$ cat src/inc/loop_regs_pkg.sv
// Register map, field layout and reset values of the loop control bank
package loop_regs_pkg;

    localparam int ADDR_W = 8;
    localparam int DATA_W = 8;
    localparam int WORD_W = 16;
    localparam int DAC_W = 12;

    // Register offsets
    localparam logic [7:0] A_CLK_LOOP = 8'h0e;
    localparam logic [7:0] A_INT_GAIN = 8'h0f;
    localparam logic [7:0] A_SWEEP_START_LO = 8'h10;
    localparam logic [7:0] A_SWEEP_START_HI = 8'h11;
    localparam logic [7:0] A_EXIT_THR_LO = 8'h12;
    localparam logic [7:0] A_EXIT_THR_HI = 8'h13;
    localparam logic [7:0] A_GAIN_LEVEL = 8'h14;
    localparam logic [7:0] A_SWEEP_STEP_LO = 8'h15;
    localparam logic [7:0] A_SWEEP_STEP_HI = 8'h16;
    localparam logic [7:0] A_SOFT_DEC0 = 8'h17;
    localparam logic [7:0] A_SOFT_DEC3 = 8'h1a;
    localparam logic [7:0] A_INT_CONFIG = 8'h21;
    localparam logic [7:0] A_GAIN_OVR_LO = 8'h25;
    localparam logic [7:0] A_GAIN_OVR_HI = 8'h26;
    localparam logic [7:0] A_FREQ_POS_LO = 8'h2f;
    localparam logic [7:0] A_FREQ_POS_HI = 8'h30;
    localparam logic [7:0] A_GAIN_POS_LO = 8'h33;
    localparam logic [7:0] A_GAIN_POS_HI = 8'h34;
    localparam logic [7:0] A_OSC_OVR_LO = 8'h36;
    localparam logic [7:0] A_OSC_OVR_HI = 8'h37;
    // Neighbouring control registers of the same block
    localparam logic [7:0] A_SOFT_RESET = 8'h0a;
    localparam logic [7:0] A_MODE2 = 8'h0d;

    // Mode register 2 fields
    localparam int FINE_TIMING_BIT = 7;
    localparam int GAIN_SLOPE_BIT = 5;
    localparam int OSC_SLOPE_BIT = 0;
    localparam logic [7:0] MODE2_RESET = 8'h31;

    localparam logic [7:0] GAIN_OVR_KEY = 8'hba;
    localparam logic [7:0] INT_GAIN_RESET = 8'h00;
    localparam logic [7:0] GAIN_LEVEL_RESET = 8'h40;
    localparam logic [15:0] SWEEP_START_RESET = 16'h0000;
    localparam logic [15:0] SWEEP_STEP_RESET = 16'h0010;
    localparam logic [15:0] EXIT_THR_RESET = 16'h0800;
    localparam logic [31:0] SOFT_DEC_RESET = 32'h20_10_08_04;
    localparam logic [7:0] CLK_LOOP_RESET = 8'h00;

    typedef enum logic [1:0] {
        SR_IDLE = 2'b00,
        SR_ZERO = 2'b01,
        SR_ONE = 2'b10
    } soft_reset_e;

    typedef enum logic [1:0] {
        LP_SWEEP = 2'b00,
        LP_TRACK = 2'b01
    } loop_phase_e;

endpackage : loop_regs_pkg

$ cat src/ofdm_loop_ctrl.sv
// Loop control register bank with sweep, AGC and clock loop datapath
`timescale 1ns/10ps
`default_nettype none
// Function
// - Clock byte: high proportional, low integrator
// - Nibbles are signed exponents of two
// - Integrator byte: high gain, low freq
// - Integrator nibbles adjust defaults, reset zero
// - Sweep starts from programmed start value
// - Exit threshold, low fifteen bits compared, ends coarse sweep
// - Gain loop compares level against threshold
// - Sweep advances by programmed step
// - Four soft-decision bytes, noise-optimal reset
// - Gain override drives twelve-bit output
// - Gain slope bit inverts output mapping
// - Frequency position readable, low byte first
// - Gain position readable, twelve bits signed
// - Oscillator override twelve-bit, top bits zero
// - Oscillator slope bit inverts output mapping
// - Fine timing enable lets loop drive oscillator
// - Write zero-one-zero restarts loops, keeps registers
module ofdm_loop_ctrl
    import loop_regs_pkg::*;
#(
    parameter int POS_W = 16
) (
    input wire logic mclk,
    input wire logic rstn,
    input wire logic [ADDR_W-1:0] addr,
    input wire logic [DATA_W-1:0] wdata,
    input wire logic wr,
    input wire logic rd,
    output logic [DATA_W-1:0] rdata,
    input wire logic [11:0] level_in,
    input wire logic signed [11:0] timing_err,
    input wire logic signed [15:0] freq_err,
    output logic signed [DAC_W-1:0] gain_dac,
    output logic signed [DAC_W-1:0] osc_dac,
    output logic [WORD_W-1:0] freq_offset,
    output logic coarse_active,
    output logic [31:0] soft_decision_cfg
);
    if (POS_W != WORD_W) begin : g_pos_check
        $error("POS_W must equal WORD_W");
    end

    // ***************************
    // State
    // ***************************
    typedef struct packed {
        logic [7:0] clk_loop;
        logic [7:0] int_gain;
        logic [15:0] sweep_start;
        logic [15:0] exit_thr;
        logic [7:0] gain_level;
        logic [15:0] sweep_step;
        logic [31:0] soft_dec;
        logic [7:0] mode2;
        logic [7:0] int_config;
        logic [15:0] gain_ovr;
        logic [15:0] osc_ovr;
        logic [7:0] low_hold;
        soft_reset_e sr_state;
        loop_phase_e phase;
        logic coarse;
        logic [15:0] freq_acc;
        logic signed [15:0] gain_acc;
        logic signed [15:0] clk_acc;
        logic [7:0] rdata;
        logic signed [11:0] gain_dac;
        logic signed [11:0] osc_dac;
        logic [31:0] soft_out;
    } state_s;

    state_s r;
    state_s next_r;

    logic signed [15:0] clk_prop;
    logic signed [15:0] clk_int;
    logic signed [15:0] gain_step;
    logic signed [15:0] freq_step;
    logic signed [15:0] gain_err;
    logic signed [15:0] terr_w;

    assign terr_w = 16'(timing_err);
    assign gain_err = $signed({8'h00, level_in[11:4]})
        - $signed({8'h00, r.gain_level});

    // Clock loop: proportional and integrator gains from one byte
    exp_gain #(.W(16)) u_clk_prop (
        .din(terr_w),
        .expo(r.clk_loop[7:4]),
        .konst(2'd1),
        .dout(clk_prop)
    );
    exp_gain #(.W(16)) u_clk_int (
        .din(terr_w),
        .expo(r.clk_loop[3:0]),
        .konst(2'd0),
        .dout(clk_int)
    );
    // Integrator nibbles offset a built-in default exponent of zero
    exp_gain #(.W(16)) u_gain_int (
        .din(gain_err),
        .expo(r.int_gain[7:4]),
        .konst(2'd0),
        .dout(gain_step)
    );
    exp_gain #(.W(16)) u_freq_int (
        .din(freq_err),
        .expo(r.int_gain[3:0]),
        .konst(2'd0),
        .dout(freq_step)
    );

    function automatic logic signed [11:0] slope(
        input logic signed [11:0] v,
        input logic inv
    );
        // Inversion by one's complement maps -2048 onto +2047 exactly
        slope = inv ? ~v : v;
    endfunction : slope

    // ***************************
    // Next state
    // ***************************
    always_comb begin
        logic restart;
        logic [7:0] a;
        logic signed [15:0] csum;
        restart = 1'b0;
        a = addr;
        csum = 16'sh0000;
        next_r = r;
        next_r.rdata = 8'h00;

        // Register writes; low bytes wait in a hold until the high byte
        if (wr) begin
            if (a == A_CLK_LOOP) begin
                next_r.clk_loop = wdata;
            end else if (a == A_INT_GAIN) begin
                next_r.int_gain = wdata;
            end else if (a == A_SWEEP_START_HI) begin
                next_r.sweep_start = {wdata, r.low_hold};
            end else if (a == A_EXIT_THR_HI) begin
                next_r.exit_thr = {wdata, r.low_hold};
            end else if (a == A_GAIN_LEVEL) begin
                next_r.gain_level = wdata;
            end else if (a == A_SWEEP_STEP_HI) begin
                next_r.sweep_step = {wdata, r.low_hold};
            end else if (a >= A_SOFT_DEC0 && a <= A_SOFT_DEC3) begin
                next_r.soft_dec[8*(a-A_SOFT_DEC0)+:8] = wdata;
            end else if (a == A_MODE2) begin
                next_r.mode2 = wdata;
            end else if (a == A_INT_CONFIG) begin
                next_r.int_config = wdata;
            end else if (a == A_GAIN_OVR_HI) begin
                next_r.gain_ovr = {4'h0, wdata[3:0], r.low_hold};
            end else if (a == A_OSC_OVR_HI) begin
                next_r.osc_ovr = {4'h0, wdata[3:0], r.low_hold};
            end else if (a == A_SOFT_RESET) begin
                case (r.sr_state)
                    SR_IDLE: begin
                        if (wdata == 8'h00) next_r.sr_state = SR_ZERO;
                    end
                    SR_ZERO: begin
                        if (wdata != 8'h00) next_r.sr_state = SR_ONE;
                    end
                    SR_ONE: begin
                        restart = (wdata == 8'h00);
                        next_r.sr_state = restart ? SR_ZERO : SR_IDLE;
                    end
                    default: begin
                        next_r.sr_state = SR_IDLE;
                    end
                endcase
            end
            if (a == A_SWEEP_START_LO || a == A_EXIT_THR_LO
                || a == A_SWEEP_STEP_LO || a == A_GAIN_OVR_LO
                || a == A_OSC_OVR_LO) begin
                next_r.low_hold = wdata;
            end
        end

        // Register reads; write-only and unmapped addresses read zero
        if (rd) begin
            if (a == A_CLK_LOOP) begin
                next_r.rdata = r.clk_loop;
            end else if (a == A_INT_GAIN) begin
                next_r.rdata = r.int_gain;
            end else if (a == A_SWEEP_START_LO) begin
                next_r.rdata = r.sweep_start[7:0];
            end else if (a == A_SWEEP_START_HI) begin
                next_r.rdata = r.sweep_start[15:8];
            end else if (a == A_EXIT_THR_LO) begin
                next_r.rdata = r.exit_thr[7:0];
            end else if (a == A_EXIT_THR_HI) begin
                next_r.rdata = r.exit_thr[15:8];
            end else if (a == A_GAIN_LEVEL) begin
                next_r.rdata = r.gain_level;
            end else if (a == A_SWEEP_STEP_LO) begin
                next_r.rdata = r.sweep_step[7:0];
            end else if (a == A_SWEEP_STEP_HI) begin
                next_r.rdata = r.sweep_step[15:8];
            end else if (a >= A_SOFT_DEC0 && a <= A_SOFT_DEC3) begin
                next_r.rdata = r.soft_dec[8*(a-A_SOFT_DEC0)+:8];
            end else if (a == A_FREQ_POS_LO) begin
                next_r.rdata = r.freq_acc[7:0];
            end else if (a == A_FREQ_POS_HI) begin
                next_r.rdata = r.freq_acc[15:8];
            end else if (a == A_GAIN_POS_LO) begin
                next_r.rdata = r.gain_dac[7:0];
            end else if (a == A_GAIN_POS_HI) begin
                next_r.rdata = {4'h0, r.gain_dac[11:8]};
            end
        end

        // Loops: coarse sweep, then pilot tracking
        case (r.phase)
            LP_SWEEP: begin
                next_r.freq_acc = 16'(r.freq_acc + r.sweep_step);
                if ((freq_err < 0 ? -freq_err : freq_err)
                    < $signed({1'b0, r.exit_thr[14:0]})) begin
                    next_r.phase = LP_TRACK;
                end
            end
            LP_TRACK: begin
                next_r.freq_acc = 16'(r.freq_acc + freq_step);
            end
            default: begin
                next_r.phase = LP_SWEEP;
            end
        endcase
        next_r.gain_acc = 16'(r.gain_acc - gain_step);
        next_r.clk_acc = 16'(r.clk_acc + clk_int);
        csum = 16'(r.clk_acc + clk_prop);

        if (restart) begin
            next_r.phase = LP_SWEEP;
            next_r.freq_acc = r.sweep_start;
            next_r.gain_acc = 16'sh0000;
            next_r.clk_acc = 16'sh0000;
        end

        next_r.coarse = (next_r.phase == LP_SWEEP);
        // Converter sources
        if (r.int_config == GAIN_OVR_KEY) begin
            next_r.gain_dac = slope(r.gain_ovr[11:0],
                r.mode2[GAIN_SLOPE_BIT]);
        end else begin
            next_r.gain_dac = slope(r.gain_acc[15:4],
                r.mode2[GAIN_SLOPE_BIT]);
        end
        if (r.mode2[FINE_TIMING_BIT]) begin
            next_r.osc_dac = slope(csum[15:4],
                r.mode2[OSC_SLOPE_BIT]);
        end else begin
            next_r.osc_dac = slope(r.osc_ovr[11:0],
                r.mode2[OSC_SLOPE_BIT]);
        end
        next_r.soft_out = r.soft_dec;
    end

    always_ff @(posedge mclk or negedge rstn) begin
        if (!rstn) begin
            r <= '{clk_loop: CLK_LOOP_RESET, int_gain: INT_GAIN_RESET,
                sweep_start: SWEEP_START_RESET, exit_thr: EXIT_THR_RESET,
                gain_level: GAIN_LEVEL_RESET, sweep_step: SWEEP_STEP_RESET,
                soft_dec: SOFT_DEC_RESET, mode2: MODE2_RESET,
                sr_state: SR_IDLE, phase: LP_SWEEP, coarse: 1'b1,
                freq_acc: SWEEP_START_RESET, soft_out: SOFT_DEC_RESET,
                default: '0};
        end else begin
            r <= next_r;
        end
    end

    assign rdata = r.rdata;
    assign gain_dac = r.gain_dac;
    assign osc_dac = r.osc_dac;
    assign freq_offset = r.freq_acc;
    assign coarse_active = r.coarse;
    assign soft_decision_cfg = r.soft_out;

    // ***************************
    // Checks
    // ***************************
    gain_ovr_map_a: assert property (@(posedge mclk)
        disable iff (!rstn)
        (r.int_config == GAIN_OVR_KEY && !r.mode2[GAIN_SLOPE_BIT]
         && $stable(r.gain_ovr) && $stable(r.int_config))
        |=> gain_dac == $past(r.gain_ovr[11:0]))
        else $error("gain override not applied");
    gain_slope_inv_a: assert property (@(posedge mclk)
        disable iff (!rstn)
        (r.int_config == GAIN_OVR_KEY && r.mode2[GAIN_SLOPE_BIT])
        |=> gain_dac == ~$past(r.gain_ovr[11:0]))
        else $error("gain slope not inverted");
    osc_ovr_map_a: assert property (@(posedge mclk)
        disable iff (!rstn)
        (!r.mode2[FINE_TIMING_BIT])
        |=> osc_dac == ($past(r.mode2[OSC_SLOPE_BIT])
            ? ~$past(r.osc_ovr[11:0]) : $past(r.osc_ovr[11:0])))
        else $error("oscillator override mapping wrong");
    osc_top_zero_a: assert property (@(posedge mclk)
        disable iff (!rstn)
        (wr && addr == A_OSC_OVR_HI)
        |=> r.osc_ovr == {4'h0, $past(wdata[3:0]), $past(r.low_hold)})
        else $error("override top bits not zero");
    gain_pos_rd_a: assert property (@(posedge mclk)
        disable iff (!rstn)
        (rd && addr == A_GAIN_POS_HI) |=> rdata[7:4] == 4'h0)
        else $error("gain position top bits not zero");
    gain_pos_lo_a: assert property (@(posedge mclk)
        disable iff (!rstn)
        (rd && addr == A_GAIN_POS_LO) |=> rdata == $past(gain_dac[7:0]))
        else $error("gain position low byte wrong");
    freq_pos_rd_a: assert property (@(posedge mclk)
        disable iff (!rstn)
        (rd && addr == A_FREQ_POS_LO) |=> rdata == $past(r.freq_acc[7:0]))
        else $error("frequency position low byte wrong");
    sweep_restart_a: assert property (@(posedge mclk)
        disable iff (!rstn)
        (wr && addr == A_SOFT_RESET && wdata == 8'h00
         && r.sr_state == SR_ONE)
        |=> freq_offset == $past(r.sweep_start) && coarse_active)
        else $error("sweep not restarted from start value");
    sweep_step_a: assert property (@(posedge mclk)
        disable iff (!rstn)
        (coarse_active && !(wr && addr == A_SOFT_RESET))
        |=> freq_offset == 16'($past(r.freq_acc) + $past(r.sweep_step)))
        else $error("sweep step wrong");
    coarse_stay_a: assert property (@(posedge mclk)
        disable iff (!rstn)
        (!coarse_active && !(wr && addr == A_SOFT_RESET)) |=> !coarse_active)
        else $error("coarse sweep resumed without restart");
    word_whole_a: assert property (@(posedge mclk)
        disable iff (!rstn)
        (wr && addr == A_SWEEP_STEP_LO) |=> $stable(r.sweep_step))
        else $error("partial word took effect");
    keep_regs_a: assert property (@(posedge mclk)
        disable iff (!rstn)
        (wr && addr == A_SOFT_RESET) |=> $stable(r.gain_level)
        && $stable(r.soft_dec))
        else $error("soft reset changed a register");
endmodule : ofdm_loop_ctrl
`default_nettype wire

$ cat src/exp_gain.sv
// Signed-exponent gain stage: value scaled by (c + 2^n), n a signed nibble
`timescale 1ns/10ps
`default_nettype none
module exp_gain
    import loop_regs_pkg::*;
#(
    parameter int W = 16
) (
    input wire logic signed [W-1:0] din,
    input wire logic signed [3:0] expo,
    input wire logic [1:0] konst,
    output logic signed [W-1:0] dout
);
    if (W < 9) begin : g_width_check
        $error("exp_gain width too small");
    end

    logic signed [W-1:0] shifted;
    logic [3:0] mag;

    // Four bits so that an exponent of -8 shifts by eight, not zero
    always_comb begin
        mag = expo[3] ? 4'(-expo) : {1'b0, expo[2:0]};
        shifted = expo[3] ? (din >>> mag) : W'(din <<< mag);
        dout = W'(shifted + din * $signed({1'b0, konst}));
    end
endmodule : exp_gain
`default_nettype wire

$ cat config.mk
export PLATFORM = sky130hd
export DESIGN_NAME = ofdm_loop_ctrl
export DESIGN_NICKNAME = d
export VERILOG_FILES = /design/src/inc/loop_regs_pkg.sv /design/src/ofdm_loop_ctrl.sv /design/src/exp_gain.sv
export SDC_FILE = /design/constraint.sdc
export NUM_CORES = 1
export LEC_CHECK = 0
export BUFFER_PORTS_ARGS = -buffer_cell sky130_fd_sc_hd__buf_2
export CAP_MARGIN = 5
export CORE_MARGIN = 8
export CORE_UTILIZATION = 30
export CTS_CLUSTER_SIZE = 30
export DETAILED_ROUTE_END_ITERATION = 6
export PLACE_DENSITY = 0.44
export SYNTH_ARGS = -nofsm -noshare
export SYNTH_HDL_FRONTEND = slang
export SYNTH_SLANG_ARGS = --single-unit
$ cat constraint.sdc
create_clock -name mclk -period 11.5 [get_ports mclk]
set_input_delay 1.15 -clock mclk [delete_from_list [all_inputs] [get_ports mclk]]
set_output_delay 1.15 -clock mclk [all_outputs]
set_load 0.01 [all_outputs]
Word level (Yosys, flattened, before mapping)
Index checks and enable logic that the tools add are counted.
{"block": "word_totals", "register_bits": 269, "inputBits": 60, "out_inout_bits": 81, "elab_cells": 170}
{"block": "op_classes", "addsub": 14, "order_cmp": 4, "eq_ne": 26, "shifts": 11, "muxes": 54, "n_bitwise": 15, "n_reduce_logical": 24}
{"op": "$mux W8", "n": 14}
{"op": "$mux W16", "n": 5}
{"op": "$eq A8 B6 Y1 const B", "n": 9}
{"op": "$mux W12", "n": 6}
{"op": "$add A16 B16 Y16", "n": 4}
{"op": "$eq A8 B5 Y1 const B", "n": 7}
{"op": "$mux W48", "n": 1}
{"op": "$not A12 Y12", "n": 4}
{"op": "$neg A32 Y34", "n": 1}
{"op": "$shift A8 B34 Y32 const A", "n": 1}
{"op": "$shiftx A8 B34 Y32", "n": 1}
{"op": "$shiftx A32 B33 Y8", "n": 1}
{"op": "$bwmux W32", "n": 1}
{"op": "$eq A8 B4 Y1 const B", "n": 4}
{"op": "$pmux W16 S2", "n": 1}
{"op": "$sshl A12 B4 Y16", "n": 2}
{"op": "$sshr A12 B4 Y16", "n": 2}
{"op": "$mux W4", "n": 5}
{"op": "$add A16 B12 Y16", "n": 1}
{"op": "$lt A16 B1 Y1 const B", "n": 1}
{"op": "$lt A16 B16 Y1", "n": 1}
{"op": "$neg A16 Y16", "n": 1}
{"op": "$neg A4 Y4", "n": 4}
{"op": "$sshl A16 B4 Y16", "n": 1}
{"op": "other kinds (35)", "n": 70}

Longest topological paths before layout
Gate-level depths: netlist of the first run.
{"block": "depth", "ltp_word": 17, "ltp_mapped": 26, "ltp_nobuf": 26}

Modules after synthesis
A second synthesis of the first run with hierarchy kept.
{"block": "unflattened", "cells_unflattened": 2876, "area_unflattened_um2": 26859.5}
{"mod": "ofdm_loop_ctrl", "instances": 1, "cells_per_inst": 1524, "area_per_inst_um2": 15732.6}
{"mod": "exp_gain (u_freq_int ...)", "instances": 2, "cells_per_inst": 338, "area_per_inst_um2": 2757.6}
{"mod": "exp_gain (u_clk_prop)", "instances": 1, "cells_per_inst": 324, "area_per_inst_um2": 2834.0}
{"mod": "exp_gain (u_clk_int)", "instances": 1, "cells_per_inst": 352, "area_per_inst_um2": 2777.7}

Worst setup path before layout of the first run
OpenSTA, ideal clock, no wires.
{"block": "synth_path", "kind": "reg-to-reg", "startpoint": "register r[261] in the netlist's numbering", "endpoint": "register r, in the netlist freq_offset[14]", "setup_time_ns": 0.137, "arrival_ns": 5.521, "required_ns": 11.363, "path_slack_ns": 5.842, "stages_incl_launch_ff": 27, "path_buffers": 5, "period_less_slack_ns": 5.658, "path_cell_list": "dfrtp_1 -> clkbuf_1 -> clkinv_1 -> clkbuf_1 -> ha_1 -> mux2i_1 -> clkbuf_1 -> clkbuf_1 -> clkbuf_1 -> nand2_1 -> o21ai_0 -> nor2_1 -> a21oi_1 -> o21ai_0 -> a22oi_1 -> o21ai_0 -> fa_1 -> a21o_1 -> a21o_1 -> a21oi_1 -> o21ai_0 -> a41o_1 -> o41ai_1 -> o21ai_0 -> xor2_1 -> mux2i_1 -> a21oi_1"}
{"block": "synth_via", "elab_chain_len": 7}
{"item": "start, declared", "line_no": "ofdm_loop_ctrl.sv:75", "text": "state_s r;"}
{"item": "start signal, assigned", "line_no": "ofdm_loop_ctrl.sv:266", "text": "r <= '{clk_loop: CLK_LOOP_RESET, int_gain: INT_GAIN_RESET,"}
{"item": "start signal, assigned", "line_no": "ofdm_loop_ctrl.sv:274", "text": "r <= next_r;"}
{"item": "$neg A4 Y4", "line_no": "exp_gain.sv:23", "text": "mag = expo[3] ? 4'(-expo) : {1'b0, expo[2:0]};"}
{"item": "$mux W4 *", "line_no": "exp_gain.sv:23"}
{"item": "$sshl A16 B4 Y16 / $sshr A16 B4 Y16 (equally long branches)", "line_no": "exp_gain.sv:24", "text": "shifted = expo[3] ? (din >>> mag) : W'(din <<< mag);"}
{"item": "$mux W16 *", "line_no": "exp_gain.sv:24"}
{"item": "$add A16 B16 Y16 *", "line_no": "ofdm_loop_ctrl.sv:228", "text": "next_r.freq_acc = 16'(r.freq_acc + freq_step);"}
{"item": "$pmux W16 S2 *", "line_no": "ofdm_loop_ctrl.sv:219", "text": "case (r.phase)"}
{"item": "$mux W48 *", "line_no": "ofdm_loop_ctrl.sv:238", "text": "if (restart) begin"}
Every way passes the cells marked *; elsewhere a longest branch is shown, timed or not.
A chain may end at the register's enable or synchronous reset.

Worst setup path in the final report of the first run
Same ends and word-level chain as after synthesis.

==> results by group, run 1 <==
Placed design
  • IO buf count: 136
  • Hpwl dp: 50.1 mm
  • Pre-CTS setup slack: 4.87 ns
  • Placed Cells: 3075
  • Routability Congestion: 0.872

Yosys
  • Top-count cell post-synth: dfrtp_1
  • Avg Cell Area, Syn: 8.83 µm²
  • Post-synth top area cell: dfrtp_1
  • Top FF cell, synth: dfrtp_1
  • Most frequent cells after synthesis: 250 x dfrtp_1, 224 x o21ai_0, 200 x nand2_1, 200 x nor2_1, 140 x a21oi_1
  • Flops & latches, synth: 264
  • Cell Area, Synth: 19900 µm²
  • Post-Syn Instances: 2255
  • Post-synth top area share: 31.4%
  • Yosys warning total: 0
  • Largest cells by area after synthesis: dfrtp_1 31%, mux2_2 7.9%, ha_1 6.1%, o21ai_0 5.6%, mux2i_1 4.0%
  • Register area share after synthesis: 33.3%
  • Synth cell types: 81
  • Async set-reset flop share out of synthesis: 100%
  • EDFF count, synth: 0
  • Post-Synthesis Net Count: 2430

Timing
  • Clock skew: 0.0639 ns
  • Final Hold Fails: 0
  • Setup TNS: 0 ns
  • Headroom to the max-slew limit: 26.9%
  • Final WS setup: 4.72 ns
  • Worst Max-Slew Pin Slew: 1.09 ns
  • Period utilisation layout: 58.9%
  • Setup violators final: 0
  • Unrepaired setup endpoints after global routing: no
  • Max Fclk: 148 MHz
  • Slew Viols, Final: 0
  • Post-route minimum period: 6.78 ns

Worst setup path
  • CP cell instances: buf_4, clkinv_1, ha_1, mux2i_4, buf_4, mux4_2, mux2i_1, mux2i_1, a32oi_1, o21ai_0, ha_1, fa_1, a21o_1, a21o_1, a21oi_1, o21ai_0, a41o_1, o41ai_1, o21ai_0, xor2_1, mux2i_1, a21oi_1
  • Worst r2r src: r[261]$_DFFE_PN0P_
  • RR Endpoint: freq_offset[14]$_DFFE_PN0P_
  • CP Launch Type: register
  • WP buf/inv: 3
  • Slowest Stage Delay on Critical Path: 0.72 ns
  • Crit path max fanout: 46
  • Worst Setup End Kind: register
  • R2R Setup Slk: 4.72 ns
  • Slowest library cell on the worst path: clkinv_1
  • CP Data Arrival Time: 7.27 ns
  • FF-to-FF path depth: 22
  • Cell family with most CP delay: compound AO/OA/AOI/OAI gates
  • CP Data Required Time: 11.99 ns
  • Setup CP Type: reg2reg

Routing
  • Pre-Repair DR Iteration Count: 5
  • Final WL: 66.2 mm
  • Post-route antenna net violation count: 0
  • Drc violations: 0
  • Vias post-DR: 16.6k
  • Vias per cell: 5.29
  • 1st-iter DRT viols: 1379
  • Per-cell routed wire length: 21.1 µm

CTS
  • CTS tree: yes
  • Clk Latency, worst-skew pair: 0.62 ns
  • H-tree depth: 1
  • TritonCTS buffer count: 30
  • Post-CTS Setup Inserts: 0
  • Post-CTS sizing: 0
  • Clock slew at reported path FFs: 0.07 ns
  • CTS root buf: clkbuf_16
  • Clock sink total: 264
  • Clock Path Buffers: 3
  • CTS Hold Bufs: 0

Hold path
  • Worst Hold End: soft_decision_cfg[11]$_DFF_PN1_
  • Hold Startpoint: next_r[11]$_DFFE_PN1P_
  • Hold path depth: 0
  • Worst Hold Class: reg2reg

Floorplan
  • Placeable Area: 65700 µm²
  • # IOs: 141
  • Die footprint: 74800 µm²
  • Cell Rows: 94
  • Initial Utilization: 30.3%
  • Die Y: 274 µm
  • Die width: 274 µm

Outcome
  • Status: finished clean

Layout
  • P&R area growth vs syn: 9.97%
  • Seq. cell area: 6620 µm²
  • FILL cells: 6798
  • Layout cells sized above 1: 18.0%
  • Nets: 2418
  • Post-route insts no fill: 3131
  • Ant. Diodes: 0
  • Multi-input gate area: 11800 µm²
  • Final Util: 33.3%

Global routing
  • Total GRT Usage: 17.2%
  • Gr ovfl total: 0
  • First-pass GRT wire length: 101 mm
  • Vias in the first global route: 16.0k
  • Initial antenna violation count: 8
  • Largest net degree at the start of global routing: 114

Power and ir drop
  • Leak: 10.1 nW
  • Power per Cell Area: 172 nW/µm²
  • PnR Total Power: 3.77 mW
  • Max IR drop VDD: 0.129 mV

Run
  • Max cap viols: 0
-- worst max path at each step --
| stage | from | endpoint | slack, ns | cells after the start |
|---|---|---|---|---|
| floorplan | r[261]$_DFFE_PN0P_ | freq_offset[14]$_DFFE_PN0P_ | 5.84 | 26 |
| global placement | r[261]$_DFFE_PN0P_ | freq_offset[14]$_DFFE_PN0P_ | 4.90 | 22 |
| detailed placement | r[261]$_DFFE_PN0P_ | freq_offset[14]$_DFFE_PN0P_ | 4.87 | 22 |
| CTS | r[261]$_DFFE_PN0P_ | freq_offset[14]$_DFFE_PN0P_ | 4.82 | 22 |
| global route | r[261]$_DFFE_PN0P_ | freq_offset[14]$_DFFE_PN0P_ | 4.36 | 22 |
| finish | r[261]$_DFFE_PN0P_ | freq_offset[14]$_DFFE_PN0P_ | 4.72 | 22 |
-- registers in the layout, summed over array words and instances (netlist names) --
name	cells
gain_dac	12
rdata	8
next_r	32
freq_offset	16
coarse_active	1
r	151
osc_dac	12
soft_decision_cfg	32
-- metal layers --
| metal | routed length [µm] | vias up | global-route usage, % |
|---|---|---|---|
| met2 | 29200 | 435 | 26.4 |
| li1 | - | 7901 | - |
| met1 | 32400 | 8170 | 25.7 |
| met3 | 3640 | 66 | 2.19 |
| met4 | 994 | 2 | 2.96 |
| met5 | 10 | - | 0 |
-- stage by stage --
step,hold WS [ns],area (µm²)
floorplan,0.358,19900
global placement,0.364,20800
detailed placement,0.368,20800
CTS,0.377,21900
global route,0.379,21900
finish,0.375,21900
-- cells in the final DEF (no fill, tap or decap), types with 27 or more instances in the layout --
cell type    n
nor3_1      41
nand2b_1    33
a211oi_1    29
buf_4       27
mux2_2     139
o211ai_1    27
o21ai_0    224
buf_2      135
nor2_1     200
nand3_1     40
a21oi_1    140
dfrtp_1    250
clkbuf_16   30
nand2_1    200
mux2i_1     79
xor2_1      39
xnor2_1     71
inv_1      105
ha_1        97
-- kinds of logic after synthesis --
family          share of synthesized area, %
compound gates                          17.4
xor+xnor                                4.84
fa+ha+maj                               7.91
buf+inv                                 7.58
flops                                   33.3
mux                                     13.8
other cells                           0.0188
simple gates                            15.1
-- report_power, final --
part	internal (mW)	switching (mW)	total (mW)	leakage [nW]
sequential	1.07	0.182	1.25	3.41
combinational	0.618	0.838	1.46	6.14
clock	0.633	0.425	1.06	0.532
total	2.32	1.45	3.77	10.1
-- cell type report --
| cell class | count | area share, % |
|---|---|---|
| multi-input cells | 1676 | 53.9 |
| clock buffers | 40 | 3.88 |
| inverters | 108 | 1.85 |
| repair buffers | 163 | 4.08 |
| clock inverters | 16 | 1.11 |
| well taps | 864 | 4.94 |
| flip-flops and latches | 264 | 30.3 |
Power figures use the tool's default switching activity.
==> inputs of run 2 (changes only) <==
==> constraint.sdc (replaced) <==
create_clock -name mclk -period 6.95 [get_ports mclk]
set_input_delay 0.695 -clock mclk [delete_from_list [all_inputs] [get_ports mclk]]
set_output_delay 0.695 -clock mclk [all_outputs]
set_load 0.01 [all_outputs]
==> run 2 against run 1 <==
  * Hold slack got worse by 0.28 ns
  * Register-to-register slack lost 3.6 ns
  * Clock skew decreased by 0.030 ns
  * Combinational power rose by 66%
  * Critical endpoint unchanged
==> results by group, run 2 (synthesized netlist as in run 1, its figures left out) <==
Worst setup path
  • Setup CP Type: reg2reg
  • FF-to-FF path depth: 24
  • Setup crit end: freq_offset[14]$_DFFE_PN0P_
  • Slowest Stage Delay on Critical Path: 0.43 ns
  • Crit path max fanout: 36
  • Slowest library cell on the worst path: o41ai_1
  • RR Endpoint: freq_offset[14]$_DFFE_PN0P_
  • CP Data Required Time: 7.41 ns
  • CP startpoint: r[261]$_DFFE_PN0P_
  • CP most frequent cell: o21ai_0
  • Worst r2r src: r[261]$_DFFE_PN0P_
  • CP Data Arrival Time: 6.28 ns
  • CP cell instances: clkinv_1, buf_4, ha_1, mux2i_4, buf_4, nand2b_1, o21ai_0, mux2i_1, o21ai_0, mux2i_1, a32oi_1, o21ai_0, ha_1, fa_1, a21o_1, a21o_1, a21oi_1, o21ai_0, a41o_1, o41ai_1, o21ai_0, xor2_1, mux2i_1, a21oi_1
  • R2R Setup Slk: 1.13 ns
  • Worst Setup End Kind: register
  • CP Launch Type: register

Floorplan
  • # IOs: 141
  • Die width: 274 µm
  • Die Y: 274 µm
  • Cell Rows: 94
  • Placeable Area: 65700 µm²
  • Initial Utilization: 30.3%
  • Die footprint: 74800 µm²

Placed design
  • Placed Cells: 3077
  • Hpwl dp: 50.6 mm
  • IO buf count: 136
  • Routability Congestion: 0.899
  • Post-Place Cell Area: 20800 µm²

Timing
  • Period utilisation layout: 83.7%
  • Clock skew: 0.0337 ns
  • Post-route minimum period: 5.82 ns
  • Setup violators final: 0
  • Unrepaired setup endpoints after global routing: no
  • Headroom to the max-slew limit: 30.9%
  • Fin Hold WS: 0.0999 ns
  • Slew Viols, Final: 0
  • Worst Max-Slew Pin Slew: 1.03 ns
  • Setup TNS: 0 ns
  • Final Hold Fails: 0
  • Max Fclk: 172 MHz

CTS
  • CTS root buf: clkbuf_16
  • CTS tree: yes
  • H-tree depth: 1
  • Clock Path Buffers: 3
  • Post-CTS Setup Inserts: 0
  • CTS Hold Bufs: 0
  • Clock sink total: 264
  • Clk Latency, worst-skew pair: 0.60 ns
  • Post-CTS sizing: 0
  • TritonCTS buffer count: 31
  • Clock slew at reported path FFs: 0.06 ns

Global routing
  • Gr ovfl total: 0
  • Total GRT Usage: 17.4%
  • First-pass GRT wire length: 103 mm
  • Largest net degree at the start of global routing: 169
  • Initial antenna violation count: 5
  • Vias in the first global route: 16.5k

Layout
  • Layout cells sized above 1: 18.1%
  • Fin area: 22000 µm²
  • Nets: 2421
  • Final Util: 33.5%
  • P&R area growth vs syn: 10.6%
  • Most common cell after layout, fill and taps aside: dfrtp_1
  • Largest register FFs: 151
  • Post-route insts no fill: 3137
  • Commonest cells after routing, fill and taps aside: 250 x dfrtp_1, 224 x o21ai_0, 200 x nand2_1
  • Biggest register: r

Power and ir drop
  • Max IR drop VDD: 0.190 mV
  • Power per Cell Area: 289 nW/µm²
  • Leak: 10.1 nW

Routing
  • Top sig layer: met4
  • Per-cell routed wire length: 21.3 µm
  • Vias per cell: 5.32
  • 1st-iter DRT viols: 1431
  • WL met1: 32.8 mm
  • Pre-Repair DR Iteration Count: 5
  • Vias post-DR: 16.7k
  • Drc violations: 0
  • Metal2 WL: 29.2 mm
  • Post-route antenna net violation count: 0
  • Final WL: 66.8 mm
  • Detail Route met3 WL: 3.35 mm

Hold path
  • Worst Hold Class: in2async

Run
  • Max cap viols: 0

Outcome
  • Status: finished clean
run 2: cell count changes in the layout (fill, tap and decap cells not counted), moves of 2 or more:
| cell | delta |
|---|---|
| bufinv_16 | +2 |
| clkbuf_8 | +2 |
| clkinv_2 | -3 |
| diode_2 | +2 |
run 2: power breakdown:
group / switching [mW] / internal [mW]
clock network: 0.693 / 1.17
registers: 0.301 / 1.77
logic: 1.40 / 1.03
run 2: worst min-delay path by stage:
stage / start / to / slack [ns]
after floorplan: next_r[29]$_DFFE_PN1P_ / soft_decision_cfg[29]$_DFF_PN1_ / 0.36
after global placement: next_r[11]$_DFFE_PN1P_ / soft_decision_cfg[11]$_DFF_PN1_ / 0.36
after detailed placement: next_r[11]$_DFFE_PN1P_ / soft_decision_cfg[11]$_DFF_PN1_ / 0.36
after CTS: rstn / soft_decision_cfg[19]$_DFF_PN0_ / 0.13
after global routing: rstn / next_r[6]$_DFFE_PN0P_ / 0.15
final: rstn / soft_decision_cfg[19]$_DFF_PN0_ / 0.1
run 2: metal layers:
metal	vias to the layer above	GRT usage [%]
met3	79	2.24
met1	8238	25.8
li1	7915	-
met4	0	4.13
met5	-	0
met2	466	26.5
run 2: worst max-delay path, delay by kind of cell (launching register included):
kind / cells / cell delay, ns
AOI/OAI and AO/OA: 12 / 2.54
adders and majority gates: 3 / 0.97
muxes: 4 / 0.79
buffers and inverters: 3 / 0.72
DFF: 1 / 0.38
xor gates and xnor gates: 1 / 0.17
and+or+nand+nor: 1 / 0.10
run 2: area by class of cell:
class                   instances  area (µm²)
diodes                          2        5.00
clock buffers                  44         905
clock inverters                14         270
fillers                      6788       43700
inverters                     108         405
multi-input cells            1676       11800
flip-flops and latches        264        6620
well taps                     864        1080
repair buffers                165         921
run 2: per-stage QoR:
stage	setup WS (ns)	power (mW)
after global placement	1.03	4.49
after global routing	0.696	6.83
after CTS	1.17	6.44
after detailed placement	1.04	4.54
final	1.13	6.36
after floorplan	1.29	3.85
